## src/rtl/fmwr_pkg.sv

```systemverilog
package fmwr_pkg;

  // ****************************************************************
  // command codes and address limits
  // ****************************************************************
  localparam logic [7:0] FMWR_CMD_COL_SET   = 8'h2A;  // column_window_set
  localparam logic [7:0] FMWR_CMD_ROW_SET   = 8'h2B;  // row_window_set
  localparam logic [7:0] FMWR_CMD_FRAME_WR  = 8'h2C;  // frame_write_command
  localparam logic [7:0] FMWR_COL_MAX       = 8'hAF;  // last legal column
  localparam logic [7:0] FMWR_ROW_MAX       = 8'hEF;  // last legal row

  // ****************************************************************
  // field positions in the access direction parameter
  // ****************************************************************
  localparam int FMWR_AXIS_BIT = 5;
  localparam int FMWR_COLM_BIT = 6;
  localparam int FMWR_ROWM_BIT = 7;
  // interface mode parameter fields
  localparam int FMWR_IF_VIDEO_BIT = 7;
  localparam int FMWR_IF_VMODE_LSB = 5;

  // ****************************************************************
  // timing values in ns and counts in mclk cycles
  // ****************************************************************
  localparam int          FMWR_MCLK_NS      = 100;
  localparam int          FMWR_DCK_HALF_NS  = 200;
  localparam logic [3:0]  FMWR_DCK_HALF_CYC = 4'((FMWR_DCK_HALF_NS + FMWR_MCLK_NS - 1)
                                              / FMWR_MCLK_NS);
  localparam logic [3:0]  FMWR_RST_VALUE    = 4'h0;

  // ****************************************************************
  // types
  // ****************************************************************
  typedef enum logic [1:0] {
    FMWR_CM_256  = 2'h0,
    FMWR_CM_4K   = 2'h1,
    FMWR_CM_65K  = 2'h2,
    FMWR_CM_262K = 2'h3
  } fmwr_color_t;

  typedef enum logic [1:0] {
    FMWR_VW_18 = 2'h0,
    FMWR_VW_16 = 2'h1,
    FMWR_VW_6  = 2'h2
  } fmwr_vwidth_t;

  typedef enum logic [1:0] {
    FMWR_VM_1 = 2'h1,
    FMWR_VM_2 = 2'h2,
    FMWR_VM_3 = 2'h3
  } fmwr_vmode_t;

  typedef enum logic [1:0] {
    FMWR_OP_WINDOW = 2'h0,
    FMWR_OP_ACCESS = 2'h1,
    FMWR_OP_INTERFACE_MODE_CMD = 2'h2,
    FMWR_OP_FRAME  = 2'h3
  } fmwr_op_t;

  typedef struct packed {
    logic [7:0] col_start;
    logic [7:0] col_end;
    logic [7:0] row_start;
    logic [7:0] row_end;
  } fmwr_win_t;

  typedef struct packed {
    logic         axis_exchange;
    logic         column_mirror;
    logic         row_mirror;
    logic         video_en;
    fmwr_vwidth_t vwidth;
    fmwr_vmode_t  vmode;
    fmwr_color_t  color;
    logic         bus18;
  } fmwr_cfg_t;

  typedef struct packed {
    logic [5:0] r;
    logic [5:0] g;
    logic [5:0] b;
  } fmwr_pix_t;

endpackage

```

## src/rtl/fmwr_host.sv

```systemverilog
// How it works
// RQ1: 256-colour pixel sent whole on low eight lines as 3-3-2.
// RQ2: 4k-colour pixel sent whole on low twelve lines as 4-4-4.
// RQ3: 65k-colour pixel sent whole on sixteen lines as 5-6-5.
// RQ4: 262k-colour pixel sent on eighteen lines, red on top.
// RQ5: frame write command sent with select low, pixels with it high.
// RQ6: device stores only complete pixels; partial ones are dropped.
// RQ7: video mode pixels go on the video bus into the set window.
// RQ8: video width 00 is 18-bit, 01 is 16-bit, 10 three 6-bit beats.
// RQ9: video data is captured on the pixel clock while enable is low.
// RQ10: video mode 1 paces frames to the device frame sync output.
// RQ11: video mode 2 needs a continuous vertical sync from us.
// RQ12: video mode 3 needs pixel clock, vertical and horizontal sync.
// RQ13: column addresses stay within 0..175, rows within 0..239.
// RQ14: device writes RAM once each pixel's 18-bit value is complete.
// RQ15: window is set by column set and row set before pixels.
// RQ16: with axis exchange the row pointer steps first and wraps.
// RQ17: without axis exchange the column pointer steps first and wraps.
// RQ18: after the last corner both pointers return to window start.
// RQ19: each frame write command resets pointers to window start.
// RQ20: access parameter: axis exchange bit 5, mirrors bits 6 and 7.
// RQ21: after changing direction bits the frame memory is rewritten.
// RQ22: device widens 5-bit red and blue to 6 bits before storage.
// RQ23: device expands 256 and 4k colour pixels to 6-6-6; the device model stores them as sent.
// RQ24: device mirrors pointers as max minus value, swaps on exchange.
module fmwr_host
  import fmwr_pkg::*;
#(
  parameter logic [7:0]  ACCESS_CMD = 8'h36,
  parameter logic [7:0]  INTERFACE_MODE_CMD_CMD = 8'hB0,
  parameter logic [9:0]  H_TOTAL    = 10'd200,
  parameter logic [8:0]  V_TOTAL    = 9'd250
)
(
  input  wire logic         mclk,
  input  wire logic         rst_n,
  // user command port
  input  wire logic         cmd_valid,
  output logic              cmd_ready,
  input  fmwr_op_t          cmd_op,
  input  fmwr_win_t         cmd_win,
  input  fmwr_cfg_t         cmd_cfg,
  // user pixel stream
  input  wire logic         pix_valid,
  output logic              pix_ready,
  input  fmwr_pix_t         pix_data,
  input  wire logic         pix_last,
  output logic              rewrite_needed,
  // device host bus
  output logic              host_cs_n,
  output logic              host_dc,
  output logic              host_wr_n,
  output logic [17:0]       host_data,
  // device video bus
  output logic              pixel_clock_in,
  output logic              video_en_n,
  output logic              vsync_n,
  output logic              hsync_n,
  output logic [17:0]       video_data,
  input  wire logic         frame_sync_out
);

  // ****************************************************************
  // state and sequence items
  // ****************************************************************
  typedef enum logic [3:0] {
    ST_IDLE = 4'h1,
    ST_LOW  = 4'h2,
    ST_HIGH = 4'h4,
    ST_PIX  = 4'h8
  } fmwr_state_t;

  fmwr_state_t  state_q;
  fmwr_op_t     op_q;
  fmwr_win_t    win_q;
  fmwr_cfg_t    cfg_q;
  logic [3:0]   idx_q;
  logic         item_last_q;
  logic         pix_mode_q;
  logic         pix_end_q;
  logic [19:0]  item;
  logic [17:0]  host_word;
  logic [17:0]  vid_word;

  // clamp an address to the legal range
  function automatic logic [7:0] clamp(input logic [7:0] v, input logic [7:0] lim);
    clamp = (v > lim) ? lim : v;
  endfunction

  // pack a parameter byte onto the bus as {last, dc, data}
  function automatic logic [19:0] prm(input logic last, input logic [7:0] b);
    prm = {last, 1'b1, 10'h000, b};
  endfunction

  // pack a command byte, select line low
  function automatic logic [19:0] cmd(input logic last, input logic [7:0] b);
    cmd = {last, 1'b0, 10'h000, b};
  endfunction

  // ****************************************************************
  // command and parameter sequence for each operation
  // ****************************************************************
  always_comb
  begin
    item = cmd(1'b1, FMWR_CMD_FRAME_WR);
    case (op_q)
      FMWR_OP_WINDOW:
        case (idx_q)
          4'h0:    item = cmd(1'b0, FMWR_CMD_COL_SET);            // see RQ15
          4'h1:    item = prm(1'b0, 8'h00);
          4'h2:    item = prm(1'b0, win_q.col_start);
          4'h3:    item = prm(1'b0, 8'h00);
          4'h4:    item = prm(1'b0, win_q.col_end);
          4'h5:    item = cmd(1'b0, FMWR_CMD_ROW_SET);            // see RQ15
          4'h6:    item = prm(1'b0, 8'h00);
          4'h7:    item = prm(1'b0, win_q.row_start);
          4'h8:    item = prm(1'b0, 8'h00);
          default: item = prm(1'b1, win_q.row_end);
        endcase
      FMWR_OP_ACCESS:
        if (idx_q == 4'h0)
        begin
          item = cmd(1'b0, ACCESS_CMD);
        end
        else
        begin
          item = prm(1'b1, {cfg_q.row_mirror, cfg_q.column_mirror,
                            cfg_q.axis_exchange, 5'h00});         // see RQ20
        end
      FMWR_OP_INTERFACE_MODE_CMD:
        case (idx_q)
          4'h0:    item = cmd(1'b0, INTERFACE_MODE_CMD_CMD);
          4'h1:    item = prm(1'b0, {cfg_q.video_en, cfg_q.vmode, 5'h00});
          default: item = prm(1'b1, {6'h00, cfg_q.vwidth});       // see RQ8
        endcase
      FMWR_OP_FRAME:
        item = cmd(1'b1, FMWR_CMD_FRAME_WR);                      // see RQ5
      default:
        item = cmd(1'b1, FMWR_CMD_FRAME_WR);
    endcase
  end

  // ****************************************************************
  // pixel formatting
  // ****************************************************************
  fmwr_pix_t   vid_pix_q;
  logic [1:0]  vid_phase_q;
  logic        vid_more_q;
  fmwr_pix_t   vid_sel_pix;
  logic [1:0]  vid_sel_phase;

  // continuing beats reuse the latched pixel, new pixels come straight in
  assign vid_sel_pix   = vid_more_q ? vid_pix_q : pix_data;
  assign vid_sel_phase = vid_more_q ? 2'(vid_phase_q + 2'h1) : 2'h0;

  fmwr_pack u_pack (
    .host_pix  (pix_data),
    .color     (cfg_q.color),
    .bus18     (cfg_q.bus18),
    .vid_pix   (vid_sel_pix),
    .vwidth    (cfg_q.vwidth),
    .phase     (vid_sel_phase),
    .host_word (host_word),
    .vid_word  (vid_word)
  );

  // ****************************************************************
  // host bus sequencer
  // ****************************************************************
  logic host_take;
  logic vid_take;

  assign cmd_ready = (state_q == ST_IDLE);
  assign host_take = (state_q == ST_PIX) && pix_valid;
  assign pix_ready = (state_q == ST_PIX) || vid_take;

  // one strobe low cycle per transfer and at least one high cycle, two for pixels; the device
  // latches on the rising edge of the write strobe
  always_ff @(posedge mclk)
  begin
    if (!rst_n)
    begin
      state_q     <= ST_IDLE;
      idx_q       <= FMWR_RST_VALUE;
      item_last_q <= 1'b0;
      pix_mode_q  <= 1'b0;
      pix_end_q   <= 1'b0;
      host_cs_n   <= 1'b1;
      host_dc     <= 1'b1;
      host_wr_n   <= 1'b1;
      host_data   <= 18'h00000;
    end
    else
    begin
      case (state_q)
        ST_IDLE:
          if (cmd_valid)
          begin
            state_q    <= ST_LOW;
            idx_q      <= FMWR_RST_VALUE;
            pix_mode_q <= 1'b0;
            host_cs_n  <= 1'b0;
          end
          else
          begin
            host_cs_n <= 1'b1;
          end
        ST_LOW:
          begin
            host_wr_n <= 1'b0;
            if (!pix_mode_q)
            begin
              host_dc     <= item[18];                             // see RQ5
              host_data   <= item[17:0];
              item_last_q <= item[19];
            end
            state_q <= ST_HIGH;
          end
        ST_HIGH:
          begin
            host_wr_n <= 1'b1;
            idx_q     <= 4'(idx_q + 4'h1);
            if (pix_mode_q && pix_end_q)
            begin
              state_q   <= ST_IDLE;                                // whole pixels only, see RQ6
            end
            else if (pix_mode_q || (item_last_q && op_q == FMWR_OP_FRAME
                                    && !cfg_q.video_en))
            begin
              state_q <= ST_PIX;                                   // see RQ5
            end
            else if (item_last_q)
            begin
              state_q   <= ST_IDLE;
            end
            else
            begin
              state_q <= ST_LOW;
            end
          end
        ST_PIX:
          if (pix_valid)
          begin
            pix_mode_q <= 1'b1;
            pix_end_q  <= pix_last;
            host_dc    <= 1'b1;                                    // see RQ5
            host_data  <= host_word;                               // see RQ14
            state_q    <= ST_LOW;
          end
        default:
          state_q <= ST_IDLE;
      endcase
    end
  end

  // latch operation, window and configuration when a command is taken
  always_ff @(posedge mclk)
  begin
    if (!rst_n)
    begin
      op_q  <= FMWR_OP_WINDOW;
      win_q <= '0;
      cfg_q <= '{axis_exchange: 1'b0, column_mirror: 1'b0, row_mirror: 1'b0,
                 video_en: 1'b0, vwidth: FMWR_VW_18, vmode: FMWR_VM_1,
                 color: FMWR_CM_65K, bus18: 1'b1};
    end
    else if (cmd_ready && cmd_valid)
    begin
      op_q <= cmd_op;
      if (cmd_op == FMWR_OP_WINDOW)
      begin
        win_q.col_start <= clamp(cmd_win.col_start, FMWR_COL_MAX);  // see RQ13
        win_q.col_end   <= clamp(cmd_win.col_end, FMWR_COL_MAX);    // see RQ13
        win_q.row_start <= clamp(cmd_win.row_start, FMWR_ROW_MAX);  // see RQ13
        win_q.row_end   <= clamp(cmd_win.row_end, FMWR_ROW_MAX);    // see RQ13
      end
      if (cmd_op != FMWR_OP_WINDOW && cmd_op != FMWR_OP_FRAME)
      begin
        cfg_q <= cmd_cfg;
      end
      else
      begin
        cfg_q.color <= cmd_cfg.color;
        cfg_q.bus18 <= cmd_cfg.bus18;
      end
    end
  end

  // ****************************************************************
  // rewrite reminder
  // ****************************************************************
  // set when the access command is taken, cleared by a finished frame; the
  // set wins so a new direction change is never lost
  always_ff @(posedge mclk)
  begin
    if (!rst_n)
    begin
      rewrite_needed <= 1'b0;
    end
    else if (cmd_ready && cmd_valid && cmd_op == FMWR_OP_ACCESS)
    begin
      rewrite_needed <= 1'b1;                                      // see RQ21
    end
    else if (pix_ready && pix_valid && pix_last)
    begin
      rewrite_needed <= 1'b0;
    end
  end

  // ****************************************************************
  // pixel clock divider
  // ****************************************************************
  logic [3:0] div_q;
  logic       dck_wrap;
  logic       dck_fall;

  assign dck_wrap = (div_q == 4'(FMWR_DCK_HALF_CYC - 4'h1));
  assign dck_fall = dck_wrap && pixel_clock_in;

  // we make the pixel clock, so it shares mclk's domain
  always_ff @(posedge mclk)
  begin
    if (!rst_n)
    begin
      div_q          <= FMWR_RST_VALUE;
      pixel_clock_in <= 1'b0;
    end
    else
    begin
      div_q <= dck_wrap ? FMWR_RST_VALUE : 4'(div_q + 4'h1);
      if (dck_wrap)
      begin
        pixel_clock_in <= ~pixel_clock_in;
      end
    end
  end

  // ****************************************************************
  // sync generation for video modes 2 and 3
  // ****************************************************************
  logic [9:0] h_cnt_q;
  logic [8:0] v_cnt_q;
  logic       ext_sync;
  logic       frame_top;

  assign ext_sync  = cfg_q.video_en && (cfg_q.vmode != FMWR_VM_1);
  assign frame_top = dck_fall && (h_cnt_q == 10'(H_TOTAL - 10'h001))
                     && (v_cnt_q == 9'(V_TOTAL - 9'h001));

  // free running so the device sees its syncs continuously in video modes 2 and 3
  always_ff @(posedge mclk)
  begin
    if (!rst_n)
    begin
      h_cnt_q <= 10'h000;
      v_cnt_q <= 9'h000;
      vsync_n <= 1'b1;
      hsync_n <= 1'b1;
    end
    else if (dck_fall)
    begin
      if (h_cnt_q == 10'(H_TOTAL - 10'h001))
      begin
        h_cnt_q <= 10'h000;
        v_cnt_q <= (v_cnt_q == 9'(V_TOTAL - 9'h001)) ? 9'h000 : 9'(v_cnt_q + 9'h001);
      end
      else
      begin
        h_cnt_q <= 10'(h_cnt_q + 10'h001);
      end
      vsync_n <= !(ext_sync && frame_top);                          // see RQ11
      hsync_n <= !(ext_sync && cfg_q.vmode == FMWR_VM_3
                   && h_cnt_q == 10'(H_TOTAL - 10'h001));           // see RQ12
    end
  end

  // ****************************************************************
  // frame sync input crossing and frame gate
  // ****************************************************************
  logic fs_meta_q;
  logic fs_sync_q;
  logic fs_prev_q;
  logic frame_go_q;
  logic frame_start;

  // device frame sync is asynchronous; two flops before any use
  always_ff @(posedge mclk)
  begin
    if (!rst_n)
    begin
      fs_meta_q <= 1'b0;
      fs_sync_q <= 1'b0;
      fs_prev_q <= 1'b0;
    end
    else
    begin
      fs_meta_q <= frame_sync_out;
      fs_sync_q <= fs_meta_q;
      fs_prev_q <= fs_sync_q;
    end
  end

  assign frame_start = cfg_q.video_en &&
                       ((cfg_q.vmode == FMWR_VM_1) ? (fs_sync_q && !fs_prev_q)  // see RQ10
                                                   : frame_top);

  // a frame opens on its sync and closes with the last pixel; start wins
  always_ff @(posedge mclk)
  begin
    if (!rst_n)
    begin
      frame_go_q <= 1'b0;
    end
    else if (frame_start)
    begin
      frame_go_q <= 1'b1;
    end
    else if (!cfg_q.video_en || (vid_take && pix_valid && pix_last))
    begin
      frame_go_q <= 1'b0;
    end
  end

  // ****************************************************************
  // video bus beats
  // ****************************************************************
  // a new pixel is taken only at a clock fall with no beats pending,
  // so a 6-bit pixel is never cut short
  assign vid_take = cfg_q.video_en && frame_go_q && dck_fall && !vid_more_q;

  always_ff @(posedge mclk)
  begin
    if (!rst_n)
    begin
      vid_pix_q   <= '0;
      vid_phase_q <= 2'h0;
      vid_more_q  <= 1'b0;
      video_en_n  <= 1'b1;
      video_data  <= 18'h00000;
    end
    else if (dck_fall)
    begin
      if (vid_more_q)
      begin
        vid_phase_q <= vid_sel_phase;
        video_data  <= vid_word;                                   // see RQ8
        video_en_n  <= 1'b0;
        vid_more_q  <= (vid_sel_phase != 2'h2);
      end
      else if (vid_take && pix_valid)
      begin
        vid_pix_q   <= pix_data;
        vid_phase_q <= 2'h0;
        video_data  <= vid_word;                                   // see RQ7
        video_en_n  <= 1'b0;                                       // see RQ9
        vid_more_q  <= (cfg_q.vwidth == FMWR_VW_6);
      end
      else
      begin
        video_en_n <= 1'b1;
      end
    end
  end

endmodule

```

## src/rtl/fmwr_pack.sv

```systemverilog
module fmwr_pack
  import fmwr_pkg::*;
(
  input  fmwr_pix_t    host_pix,
  input  fmwr_color_t  color,
  input  wire logic    bus18,
  input  fmwr_pix_t    vid_pix,
  input  fmwr_vwidth_t vwidth,
  input  wire logic [1:0] phase,
  output logic [17:0]  host_word,
  output logic [17:0]  vid_word
);

  // ****************************************************************
  // host bus packing: one whole pixel per transfer
  // ****************************************************************
  // 262k needs all 18 lines; on a 16-bit bus it falls back to 5-6-5
  always_comb
  begin
    case (color)
      FMWR_CM_256:
        host_word = {10'h000, host_pix.r[5:3], host_pix.g[5:3], host_pix.b[5:4]}; // see RQ1
      FMWR_CM_4K:
        host_word = {6'h00, host_pix.r[5:2], host_pix.g[5:2], host_pix.b[5:2]};  // see RQ2
      FMWR_CM_262K:
        if (bus18)
        begin
          host_word = {host_pix.r, host_pix.g, host_pix.b};                       // see RQ4
        end
        else
        begin
          host_word = {2'h0, host_pix.r[5:1], host_pix.g, host_pix.b[5:1]};
        end
      default:
        host_word = {2'h0, host_pix.r[5:1], host_pix.g, host_pix.b[5:1]};        // see RQ3
    endcase
  end

  // ****************************************************************
  // video bus packing by bus width
  // ****************************************************************
  always_comb
  begin
    case (vwidth)
      FMWR_VW_16:
        vid_word = {vid_pix.r[5:1], 1'b0, vid_pix.g, vid_pix.b[5:1], 1'b0}; // see RQ8
      FMWR_VW_6:
        case (phase)
          2'h0:    vid_word = {12'h000, vid_pix.r};                         // see RQ8
          2'h1:    vid_word = {12'h000, vid_pix.g};
          default: vid_word = {12'h000, vid_pix.b};
        endcase
      default:
        vid_word = {vid_pix.r, vid_pix.g, vid_pix.b};                       // see RQ7
    endcase
  end

endmodule

```

## config.mk

```make
export PLATFORM = sky130hd
export DESIGN_NAME = fmwr_host
export DESIGN_NICKNAME = d
export VERILOG_FILES = /design/src/rtl/fmwr_pkg.sv /design/src/rtl/fmwr_host.sv /design/src/rtl/fmwr_pack.sv
export SDC_FILE = /design/constraint.sdc
export NUM_CORES = 1
export LEC_CHECK = 0
export ABC_CLOCK_PERIOD_IN_PS = 3500
export BUFFER_PORTS_ARGS = -buffer_cell sky130_fd_sc_hd__buf_4
export CAP_MARGIN = 20
export CORE_AREA = 2 2 132 134
export DETAILED_ROUTE_END_ITERATION = 8
export DIE_AREA = 0 0 134 136
export GPL_ROUTABILITY_DRIVEN = 0
export PLACE_DENSITY_LB_ADDON = 0.05
export SYNTH_ARGS = -nofsm -noshare
export SYNTH_HDL_FRONTEND = slang
export SYNTH_SLANG_ARGS = --single-unit
```

## constraint.sdc

```tcl
create_clock -name mclk -period 3.5 [get_ports mclk]
set_input_delay 0.525 -clock mclk [delete_from_list [all_inputs] [get_ports mclk]]
set_output_delay 0.525 -clock mclk [all_outputs]
set_load 0.005 [all_outputs]
```

==> reports/results.txt <==
Status: finished clean
#FFs+latches synth: 148
Post-DP HPWL: 14.0 mm
Num rows: 48
Die footprint: 18200 um^2
Initial antenna violation count: 0
Root Driver: clkbuf_16
Adder-Cell Fraction of Synth Area: 2.19%
Die width: 134 um
Detailed Route Iter0 Violations: 512
GRT Overall Usage: 22.3%
Fin crit period: 2530 ps
Top post-synthesis cells by area: dfxtp_1, nand2_1, a21boi_0
Maximum VDD drop: 0.360 mV
Largest net degree at the start of global routing: 94
Synth unique cells: 64
HP Class: primary input to register
Fraction of layout cells with a size suffix above 1: 17.5%
Fin crit share: 72.3%
N_diodes: 0
Reg2reg start: idx_q[0]
Worst-Skew Late Latency: 420 ps
Compound-Gate Fraction of Synth Area: 20.2%
Syn Nets: 997
Crit path required time: 3790 ps
Vias after detailed routing: 6659
Sequential group share of total power: 44.2%
Core footprint: 16900 um^2
Post-CTS setup buffer count: 0
Antenna viol nets, final: 0
Drt wl/cell: 16.2 um
Worst-path clk slew: 60 ps
List of most frequent post-synthesis cells: dfxtp_1, nand2_1, nor2_1
Critical Path Source Type: register
I/O pin total: 115
Post-synthesis mux area share: 2.76%
Top cell type's share of synthesized area: 39.8%
Residual DRC count: 0
Switching share of total power: 23.5%
CTS Buf Count: 17
Power Internal: 0.00308 W
Hold_ws: 306 ps
Nets: 1076
RSZ-0062 raised after global routing: no
Most frequent cell after synthesis: dfxtp_1
GRT overflow: 0
Vias in the first global route: 6267
PwrDens: 447 nW/um^2
FFs w/ async S/R, synth: 0%
H-tree Lvls: 4
Worst Setup SP: idx_q[0]
Clock Skew: 6.13 ps
Routed WL: 20.0 mm
Switch Pwr: 0.000944 W
Syn Area/Cell: 8.13 um^2
Area after DPL: 8390 um^2
Dpl cells: 1200
Worst-margin pin slew: 799 ps
Ys Warns: 0
Post-CTS sizing: 0
Post-Synthesis Cells: 915
First-pass DRT Iterations: 5
Clock Sinks: 148
Crit-path max FO: 19
Area Overhead vs Synth: 21.0%
Number of synthesized flops with an enable pin: 0
Top_reg_cell synth: dfxtp_1
Clock power share: 46.5%
Fin. Hold Viols: 0
# hold bufs at CTS: 0
Worst EP arrival: 2820 ps
Post-Route Setup TNS: 0 ps
Port buffer count: 114
Worst Hold Launch: frame_sync_out
Slew headroom: 46.7%
Highest clock rate: 395 MHz
Max Cap Viol: 0
Finish-stage setup viols: 0
Main combinational cell family by area after synthesis: simple AND/OR/NAND/NOR gates
Setup crit end kind: register
Pleak: 3.39 nW
Power share of the combinational group: 9.3%
Crit path kind: register to register
Slew Viols, Final: 0
Post-Layout Cell Count: 1232
CTS Buffer Depth: 2
Simple-Gate Fraction of Synth Area: 27.2%
Post-synth top area cell: dfxtp_1
Initial core utilization: 44.1%
CTS tree: built
Post-Syn Area: 7440 um^2
Seq/Total Area, Yosys: 39.8%
Synth Area in XOR/XNOR: 2.59%
Vias/cell: 5.41
Die Height: 136 um
Cell area after layout: 9000 um^2
First-pass GRT wire length: 32.3 mm
==> worst max-delay path, cell delays in order, from the launching register on <==
cell and delay (ps):
dfxtp_1 360, inv_1 100, ha_1 600, nand2b_1 170, a21oi_1 560, o32ai_1 210, a221oi_1 310, a211oi_1 90
==> per-stage QoR <==
| step | setup slack [ps] | total power (W) | utilization [%] |
|---|---|---|---|
| floorplan | 1670 | 0.00202 | - |
| global placement | 1130 | 0.00219 | 49.7 |
| detailed placement | 1030 | 0.00218 | 49.7 |
| CTS | 1000 | 0.00406 | 53.3 |
| global route | 755 | 0.00418 | 53.3 |
| finish | 970 | 0.00402 | 53.3 |
==> cell usage in the layout, fill, tap and decap left out, types with 11 or more instances in the layout <==
cell type	instances
buf_4	126
nor2_1	76
nor3_1	43
inv_1	26
a221oi_1	12
a22oi_1	24
a21oi_1	44
and3_1	11
a21boi_0	47
clkbuf_16	17
nor2b_1	33
nand4_1	11
and2_1	11
nand2_1	120
ha_1	13
nand3_1	32
dfxtp_1	148
nand3b_1	11
nor3b_1	21
xor2_1	13
o21ai_0	36
mux2i_1	16
==> state kept, by name (all words and copies together), names as in the netlist, 2 cells and up <==
name         cells
video_data      18
vid_pix_q       18
idx_q            4
op_q             2
vid_phase_q      2
win_q           32
cfg_q           11
h_cnt_q         10
div_q            4
host_data       18
state_q          4
v_cnt_q          9
==> power groups by stage <==
stage,clock [W],combinational [W],sequential (W)
floorplan,0,0.000230,0.00179
global placement,0,0.000373,0.00181
detailed placement,0,0.000371,0.00181
CTS,0.00191,0.000374,0.00178
global route,0.00198,0.000411,0.00178
finish,0.00187,0.000373,0.00178
==> final timing paths <==
kind | endpoint | slack [ps] | cells after the start
hold reg to reg | fs_sync_q | 450 | 1
hold / removal | fs_meta_q | 310 | 2
setup reg to reg | host_data[0] | 970 | 7
setup / recovery | host_data[0] | 970 | 7
==> cell type report <==
type,instances,area (um^2)
fill,1719,7880
inverter,26,97.6
clock inverter,9,126
tap,225,282
sequential,148,2960
clock buffer,23,478
timing repair buffer,126,946
multi-input combinational,675,4110
==> cells by family (layout without fill, tap and decap cells) <==
kind of cell,count (synthesis),after routing
flip-flops,148,148
XOR/XNOR,22,22
multiplexers,20,20
AND/OR/NAND/NOR,399,399
buffers and inverters,92,184
adder cells (fa/ha/maj),13,13
AO/OA/AOI/OAI,221,221
==> routing by layer <==
metal  track usage, %  routed length [um]
met3             4.92                 955
met2             36.5                9460
met1             28.8                9040
met5                0                   0
met4             8.69                 499
Note: power is estimated with default switching activity, not from simulation.
